--- src/pkg/dqb_pkg.sv ---
// Shared constants and types for the burst sequencer
// What this block does
// - Ready rises within 4097 master cycles after wake is sampled high.
// - First bit clock rise comes three master cycles after request sampled high.
// - Ramp-down lasts seven and a half bit clock periods after the last symbol.
// - Ready rises within 30 master cycles of the final bit clock fall.
// - Bit clock runs at 42 kHz; data is captured on its falling edge.
// - Request high starts the envelope ramp-up, low starts the ramp-down.
// - Wake low puts the block asleep; wake high starts offset calibration.
// - Delayed copy of the request matches the modulator pipeline latency.
`default_nettype none
package dqb_pkg;
    localparam longint CLK_HZ = 200000000;
    localparam longint MCLK_HZ = 2688000;
    // Master-cycle tick divider; rounded down so the tick is never slower
    localparam int TICK_DIV = int'(CLK_HZ / MCLK_HZ);
    localparam int CAL_TICKS = 4096;
    localparam int LEAD_TICKS = 3;
    localparam int BIT_PERIOD_TICKS = 64;
    localparam int BIT_HIGH_TICKS = 32;
    // Seven and a half bit periods, in master cycles
    localparam int RAMPDN_TICKS = (BIT_PERIOD_TICKS * 15) / 2;
    localparam int PIPE_LAT_TICKS = 64;
    localparam int CNT_W = 13;
    localparam int PHASE_W = 6;
    localparam logic [PHASE_W-1:0] PHASE_FALL = 6'h20;

    typedef enum logic [2:0] {
        DQB_SLEEP = 3'b000,
        DQB_CAL = 3'b001,
        DQB_IDLE = 3'b010,
        DQB_LEAD = 3'b011,
        DQB_RUN = 3'b100,
        DQB_RAMPDN = 3'b101,
        DQB_TAIL = 3'b110
    } dqb_state_t;

    typedef struct packed {
        logic data;
        logic strobe;
    } dqb_bit_t;

    typedef struct packed {
        logic ramp_up;
        logic ramp_down;
    } dqb_env_t;
endpackage : dqb_pkg
`default_nettype wire

--- src/core/dqb_delay_mem.sv ---
// Tick-stepped delay line holding the burst request history
`default_nettype none
module dqb_delay_mem #(
    parameter int DEPTH = 64
) (
    // Clock and reset
    input wire logic clock,
    input wire logic rst_n,
    // Stream
    input wire logic shift_en,
    input wire logic din,
    output logic dout
);
    logic [DEPTH-1:0] line_r;
    logic [DEPTH-1:0] line_nxt;
    logic dout_nxt;

    always_comb begin
        line_nxt = line_r;
        if (shift_en) begin
            line_nxt = {line_r[DEPTH-2:0], din};
        end
        // Output moves only on the tick, so the delay is a full DEPTH ticks
        dout_nxt = shift_en ? line_r[DEPTH-1] : dout;
    end

    always_ff @(posedge clock) begin
        if (!rst_n) begin
            line_r <= '0;
            dout <= 1'b0;
        end else begin
            line_r <= line_nxt;
            dout <= dout_nxt;
        end
    end
endmodule : dqb_delay_mem
`default_nettype wire

--- src/core/dqb_burst_seq.sv ---
// Transmit burst sequencer: wake calibration, bit clock, ramp control
`default_nettype none
module dqb_burst_seq
    import dqb_pkg::*;
#(
    parameter int CAL_CYCLES = CAL_TICKS,
    parameter int PIPE_LAT = PIPE_LAT_TICKS
) (
    // Clock and reset
    input wire logic clock,
    input wire logic rst_n,
    // Controller pins
    input wire logic wake,
    input wire logic burst_request,
    input wire logic serial_bit_in,
    // Status and timing outputs
    output logic ready,
    output logic symbol_bit_clock,
    output logic burst_delayed_out,
    output logic asleep,
    // Captured data and envelope control
    output dqb_bit_t bit_out,
    output dqb_env_t envelope
);
    localparam logic [6:0] DIV_LAST = 7'(TICK_DIV - 1);
    localparam logic [CNT_W-1:0] CAL_LAST = CNT_W'(CAL_CYCLES - 1);
    localparam logic [CNT_W-1:0] LEAD_LAST = CNT_W'(LEAD_TICKS);
    localparam logic [CNT_W-1:0] RAMPDN_LAST = CNT_W'(RAMPDN_TICKS - 1);

    // Pin synchronisers: first stage feeds only the second
    logic [2:0] meta_r;
    logic [2:0] sync_r;
    logic wake_s;
    logic req_s;
    logic data_s;

    always_ff @(posedge clock) begin
        if (!rst_n) begin
            meta_r <= 3'h0;
            sync_r <= 3'h0;
        end else begin
            meta_r <= {wake, burst_request, serial_bit_in};
            sync_r <= meta_r;
        end
    end
    assign wake_s = sync_r[2];
    assign req_s = sync_r[1];
    assign data_s = sync_r[0];

    // Master-cycle tick divider
    logic [6:0] div_r;
    logic [6:0] div_nxt;
    logic tick;

    always_comb begin
        tick = (div_r == DIV_LAST);
        div_nxt = tick ? 7'h00 : div_r + 7'h01;
    end

    always_ff @(posedge clock) begin
        if (!rst_n) begin
            div_r <= 7'h00;
        end else begin
            div_r <= div_nxt;
        end
    end

    // Sequencer
    dqb_state_t state_r;
    dqb_state_t state_nxt;
    logic [CNT_W-1:0] cnt_r;
    logic [CNT_W-1:0] cnt_nxt;
    logic [PHASE_W-1:0] phase_r;
    logic [PHASE_W-1:0] phase_nxt;
    logic last_pend_r;
    logic last_pend_nxt;
    logic bitclk_nxt;
    logic ready_nxt;
    dqb_bit_t bit_nxt;
    dqb_env_t env_nxt;
    logic fall_now;

    always_comb begin
        state_nxt = state_r;
        cnt_nxt = cnt_r;
        phase_nxt = phase_r;
        last_pend_nxt = last_pend_r;
        bit_nxt = '{data: bit_out.data, strobe: 1'b0};
        fall_now = 1'b0;
        if (tick && (state_r == DQB_RUN || state_r == DQB_RAMPDN || state_r == DQB_TAIL)) begin
            phase_nxt = phase_r + 6'h01;
            fall_now = (phase_nxt == PHASE_FALL);
        end
        if (!wake_s) begin
            state_nxt = DQB_SLEEP;
            cnt_nxt = '0;
            phase_nxt = '0;
            last_pend_nxt = 1'b0;
        end else if (tick) begin
            unique case (state_r)
                DQB_SLEEP: begin
                    state_nxt = DQB_CAL;
                    cnt_nxt = '0;
                end
                DQB_CAL: begin
                    cnt_nxt = cnt_r + 1'b1;
                    if (cnt_r == CAL_LAST) begin
                        state_nxt = DQB_IDLE;
                    end
                end
                DQB_IDLE: begin
                    if (req_s) begin
                        state_nxt = DQB_LEAD;
                        cnt_nxt = CNT_W'(1);
                    end
                end
                DQB_LEAD: begin
                    cnt_nxt = cnt_r + 1'b1;
                    if (cnt_r == LEAD_LAST) begin
                        state_nxt = DQB_RUN;
                        phase_nxt = '0;
                        last_pend_nxt = 1'b0;
                    end
                end
                DQB_RUN: begin
                    // Request low marks the next captured bit as the last symbol
                    if (!req_s) begin
                        last_pend_nxt = 1'b1;
                    end
                    if (fall_now) begin
                        bit_nxt = '{data: data_s, strobe: 1'b1};
                        if (last_pend_r || !req_s) begin
                            state_nxt = DQB_RAMPDN;
                            cnt_nxt = '0;
                        end
                    end
                end
                DQB_RAMPDN: begin
                    cnt_nxt = cnt_r + 1'b1;
                    if (cnt_r == RAMPDN_LAST) begin
                        state_nxt = DQB_TAIL;
                    end
                end
                DQB_TAIL: begin
                    // Finish the bit clock period so the line rests low
                    if (fall_now) begin
                        state_nxt = DQB_IDLE;
                    end
                end
                default: begin
                    state_nxt = DQB_SLEEP;
                end
            endcase
        end
        bitclk_nxt = (state_nxt == DQB_RUN || state_nxt == DQB_RAMPDN || state_nxt == DQB_TAIL)
            && !phase_nxt[PHASE_W-1];
        ready_nxt = (state_nxt == DQB_IDLE);
        env_nxt.ramp_up = (state_nxt == DQB_LEAD || state_nxt == DQB_RUN);
        env_nxt.ramp_down = (state_nxt == DQB_RAMPDN);
    end

    always_ff @(posedge clock) begin
        if (!rst_n) begin
            state_r <= DQB_SLEEP;
            cnt_r <= '0;
            phase_r <= '0;
            last_pend_r <= 1'b0;
            symbol_bit_clock <= 1'b0;
            ready <= 1'b0;
            asleep <= 1'b1;
            bit_out <= '0;
            envelope <= '0;
        end else begin
            state_r <= state_nxt;
            cnt_r <= cnt_nxt;
            phase_r <= phase_nxt;
            last_pend_r <= last_pend_nxt;
            symbol_bit_clock <= bitclk_nxt;
            ready <= ready_nxt;
            asleep <= (state_nxt == DQB_SLEEP);
            bit_out <= bit_nxt;
            envelope <= env_nxt;
        end
    end

    // Delayed request copy for the RF amplifier switch
    logic delayed_raw;
    logic delayed_nxt;

    dqb_delay_mem #(
        .DEPTH(PIPE_LAT)
    ) u_delay (
        .clock(clock),
        .rst_n(rst_n),
        .shift_en(tick),
        .din(req_s && wake_s),
        .dout(delayed_raw)
    );

    always_comb begin
        delayed_nxt = delayed_raw && wake_s;
    end

    always_ff @(posedge clock) begin
        if (!rst_n) begin
            burst_delayed_out <= 1'b0;
        end else begin
            burst_delayed_out <= delayed_nxt;
        end
    end
endmodule : dqb_burst_seq
`default_nettype wire

--- config.mk ---
export PLATFORM = sky130hd
export DESIGN_NAME = dqb_burst_seq
export DESIGN_NICKNAME = d
export VERILOG_FILES = /design/src/pkg/dqb_pkg.sv /design/src/core/dqb_delay_mem.sv /design/src/core/dqb_burst_seq.sv
export SDC_FILE = /design/constraint.sdc
export NUM_CORES = 1
export LEC_CHECK = 0
export BUFFER_PORTS_ARGS = -buffer_cell sky130_fd_sc_hd__buf_2
export CAP_MARGIN = 15
export CORE_MARGIN = 5
export CORE_UTILIZATION = 60
export CTS_CLUSTER_SIZE = 10
export DETAILED_ROUTE_END_ITERATION = 8
export PLACE_DENSITY = 0.77
export SLEW_MARGIN = 5
export SYNTH_ARGS = -nofsm -noshare
export SYNTH_HDL_FRONTEND = slang
export SYNTH_SLANG_ARGS = --single-unit
export TNS_END_PERCENT = 30
--- constraint.sdc ---
create_clock -name clock -period 3.8 [get_ports clock]
set_input_delay 0.57 -clock clock [delete_from_list [all_inputs] [get_ports clock]]
set_output_delay 0.57 -clock clock [all_outputs]
set_load 0.005 [all_outputs]
==> out/qor.log <==
[status] result of the run finished clean
[route] detailed-route via count 3,594
[clocking] CTS tree done
[synthesis] area share of xor/xnor cells in the synthesized design 0.0239
[clocking] clock insertion delay at the later pin of the skew report 370 ps
[synthesis] average size of a mapped cell 8.01 µm²
[power] leakage dissipation 1.58 nW
[critical_path] reg2reg start cnt_r[0]$_SDFFE_PN0P_
[power] peak ir drop on the vdd network 0.304 mV
[critical_path] CP Class reg -> reg
[critical_path] count of buffering cells on the critical path with inverters included 0
[clocking] root cell of the clock tree clkbuf_8
[route] routed length per instance 12.4 µm
[sta] part of the cycle the worst path needs 0.730
[synthesis] gate count of the mapped netlist 548
[critical_path] kind of cell with the highest combined delay on the critical path simple AND/OR/NAND/NOR gates
[cells_and_area] commonest cells after routing, fill and taps aside 153 x nand2_1, 109 x dfxtp_1, 81 x a21oi_1
[route] drt via density 5.55
[critical_path] crit-path cells ha_1 -> or4b_4 -> or4_4 -> o311ai_4 -> o211ai_2 -> or3_1 -> mux2i_1
[clocking] # clock sinks 109
[floorplan] core footprint 0.00718 mm²
[sta] final max-slew violation count 0
[worst_hold_path] worst min-delay path category in -> reg
[global_route] first-pass GRT wire length 14,000 µm
[clocking] number of instances resized during post-cts repair 0
[synthesis] complex-gate fraction of the synthesized area 0.166
[floorplan] I/O pin count 13
[critical_path] crit path max fanout 5
[synthesis] share of the synthesized area in the top cell type 0.497
[place] IO buf count 12
[floorplan] DIE HEIGHT 95.5 µm
[synthesis] Cell variety after synth 48
[sta] actual slew at the worst max-slew pin 1050 ps
[cells_and_area] share of post-route cells with drive strength above 1 0.0821
[global_route] overall overflow remaining after global route 0
[critical_path] R2R Setup Slk 1030 ps
[route] First-pass DRT Iterations 4
[critical_path] terminus of the critical flop-to-flop path envelope[1]$_SDFF_PN0_
[floorplan] effective utilization at floorplan 0.612
[critical_path] CP Depth 7
[power] power density normalized to cell area 397 mW/mm²
[synthesis] dominant combinational cell family by area after synthesis simple AND/OR/NAND/NOR gates
[clocking] # Post-CTS Setup Buffers 0
[clocking] maximum clock insertion buffer count 2
[critical_path] endpoint arrival time on the critical path 3070 ps
[cells_and_area] Syn-to-layout area delta 6.73%
[synthesis] cell type contributing the most total cell area after synthesis dfxtp_1
[worst_hold_path] Worst Hold Path Cells 2
[cells_and_area] leading cell type in the layout, fill and taps excluded nand2_1
[synthesis] summed instance area of the synthesized netlist 0.00439 mm²
[sta] Total Negative Setup Slacks 0 ps
[sta] minimum period implied by the final worst setup slack 2770 ps
[worst_hold_path] Worst Hold Path EP meta_r[0]$_SDFF_PN0_
[floorplan] die footprint 0.00913 mm²
[synthesis] multiplexer area fraction after synthesis 0.00456
[clocking] post-cts hold buffer count 0
[route] residual antenna-violating net count after detailed routing 0
[cells_and_area] total inserted antenna cells 0
[clocking] number of H-tree branching levels 3
[clocking] clock-pin slew reported for the worst setup and hold paths after clock tree synthesis 100 ps
[cells_and_area] fin nets 553
[place] Final GP Congestion 0.873
[synthesis] fraction of the mapped netlist area in adder cells 0.0142
[critical_path] maximum single-stage delay on the critical path 540 ps
[worst_hold_path] startpoint of the tightest hold check path serial_bit_in
[clocking] number of clock buffers inserted by TritonCTS 9
[place] DP Wirelength 5210 µm
[sta] Relative slew margins 0.298
[sta] final setup violation count 0
[synthesis] Synth Warn # 0
[synthesis] Seq cells post-synth 109
[floorplan] FP Rows 31
[power] overall power 1.86 mW
[global_route] global router's overall resource usage 0.191
[synthesis] ranking of synthesized cells by area dfxtp_1 50%, nand2_1 13%, a21oi_1 9.2%, nor2_1 2.7%, clkbuf_1 2.4%
[route] count of routing violations after the opening detailed-route iteration 219
[floorplan] Die Span X 95.5 µm
[global_route] vias in the first global route 3,082
[global_route] pin count of the biggest net entering global routing 69
[route] detailed-route DRC error count 0
[sta] RSZ-0062 raised after global routing false
[route] WL final 8010 µm
[flow_run] number of max-cap violations 0
[sta] total count of hold-check failures in the final report 0
[synthesis] part of the Yosys area used for sequential elements 0.497
[synthesis] simple-gate area share of the yosys netlist 0.258
[cells_and_area] final design utilization 0.653
[critical_path] element type at the critical path start flip-flop
[critical_path] data required time of the critical path 4090 ps
[synthesis] nets in the synthesized netlist 558
[sta] maximum clock skew at final layout 12.2 ps
[sta] maximum clock frequency 360 MHz
[critical_path] cell with the largest stage delay on the worst path or4_4
[critical_path] endpoint class of the critical path flip-flop
[global_route] antenna violations before repair 0
[critical_path] cell count of the worst reg-to-reg path 7
[layer usage]
layer / global-route usage / up-vias / share of wire
li1: - / 1847 / -
met1: 0.237 / 1665 / 0.46
met2: 0.321 / 74 / 0.49
met3: 0.0481 / 8 / 0.041
met4: 0.0664 / 0 / 0.012
met5: 0 / - / 0
[worst max path at each step]
stage          slack, ps                      to                  start
2_1_floorplan       1310  envelope[1]$_SDFF_PN0_  cnt_r[0]$_SDFFE_PN0P_
3_3_place_gp        1200   phase_r[4]$_SDFF_PN0_    div_r[0]$_SDFF_PP0_
3_5_place_dp        1090  envelope[1]$_SDFF_PN0_  cnt_r[0]$_SDFFE_PN0P_
4_1_cts             1040  envelope[1]$_SDFF_PN0_  cnt_r[0]$_SDFFE_PN0P_
5_1_grt              870   phase_r[4]$_SDFF_PN0_    div_r[0]$_SDFF_PP0_
6_report            1030  envelope[1]$_SDFF_PN0_  cnt_r[0]$_SDFFE_PN0P_
[cell usage after synthesis (all sizes together)]
| cell type | count |
|---|---|
| or3 | 2 |
| nand4 | 6 |
| and2 | 11 |
| o31a | 1 |
| o2111a | 2 |
| nand2 | 154 |
| nand3 | 15 |
| o22ai | 2 |
| a31oi | 12 |
| o21ai | 10 |
| buf | 4 |
| nor3 | 14 |
| nor2b | 2 |
| and4bb | 1 |
| o211ai | 6 |
| a211oi | 2 |
| a311o | 1 |
| xor2 | 5 |
| a21boi | 1 |
| o311ai | 1 |
| mux2i | 2 |
| clkbuf | 28 |
| nor4 | 2 |
| and3 | 7 |
| nand2b | 1 |
| dfxtp | 109 |
| nor2 | 31 |
| nor3b | 2 |
| inv | 9 |
| nor4bb | 1 |
| or4 | 2 |
| a31o | 1 |
| o31ai | 1 |
| ha | 5 |
| o2111ai | 1 |
| or4b | 1 |
| or2 | 3 |
| xnor2 | 7 |
| a21oi | 81 |
| a41oi | 2 |
[area by class of cell]
type | instances | area, µm²
Clock buffer | 9 | 124
Clock inverter | 7 | 77.6
Fill cell | 606 | 2490
Inverter | 9 | 33.8
Multi-Input combinational cell | 398 | 2050
Sequential cell | 109 | 2180
Tap cell | 99 | 124
Timing Repair Buffer | 16 | 90.1
[stage by stage]
step / area [µm²] / cells / hold WS [ps] / setup slack (ps)
2_1_floorplan: 4390 / 548 / 412 / 1310
3_3_place_gp: 4480 / 631 / 417 / 1200
3_5_place_dp: 4480 / 631 / 435 / 1090
4_1_cts: 4690 / 647 / 387 / 1040
5_1_grt: 4690 / 647 / 387 / 868
6_report: 4690 / 647 / 404 / 1030
[flip-flops by register name, summed over array words and instances, names as in the netlist, 2 cells and up]
register and count:
phase_r 6, u_delay.line_r 64, state_r 3, cnt_r 13, div_r 7, meta_r 3
bit_out 2, sync_r 3, envelope 2
[report_power, final]
| part | total (mW) | internal (mW) | leakage [nW] | switching (mW) |
|---|---|---|---|---|
| Combinational | 0.0248 | 0.00627 | 0.602 | 0.0185 |
| Clock | 0.683 | 0.263 | 0.103 | 0.420 |
| Sequential | 1.15 | 1.15 | 0.879 | 0.00462 |
| Total | 1.86 | 1.42 | 1.58 | 0.443 |
[kinds of logic (layout without fill, tap and decap cells)]
group	after synthesis	in the layout
and+or+nand+nor	255	255
AOI/OAI and AO/OA	124	124
DFF	109	109
buffers and inverters	41	41
xor gates and xnor gates	12	12
adders and majority gates	5	5
muxes	2	2
Note: power is estimated with default switching activity, not from simulation.
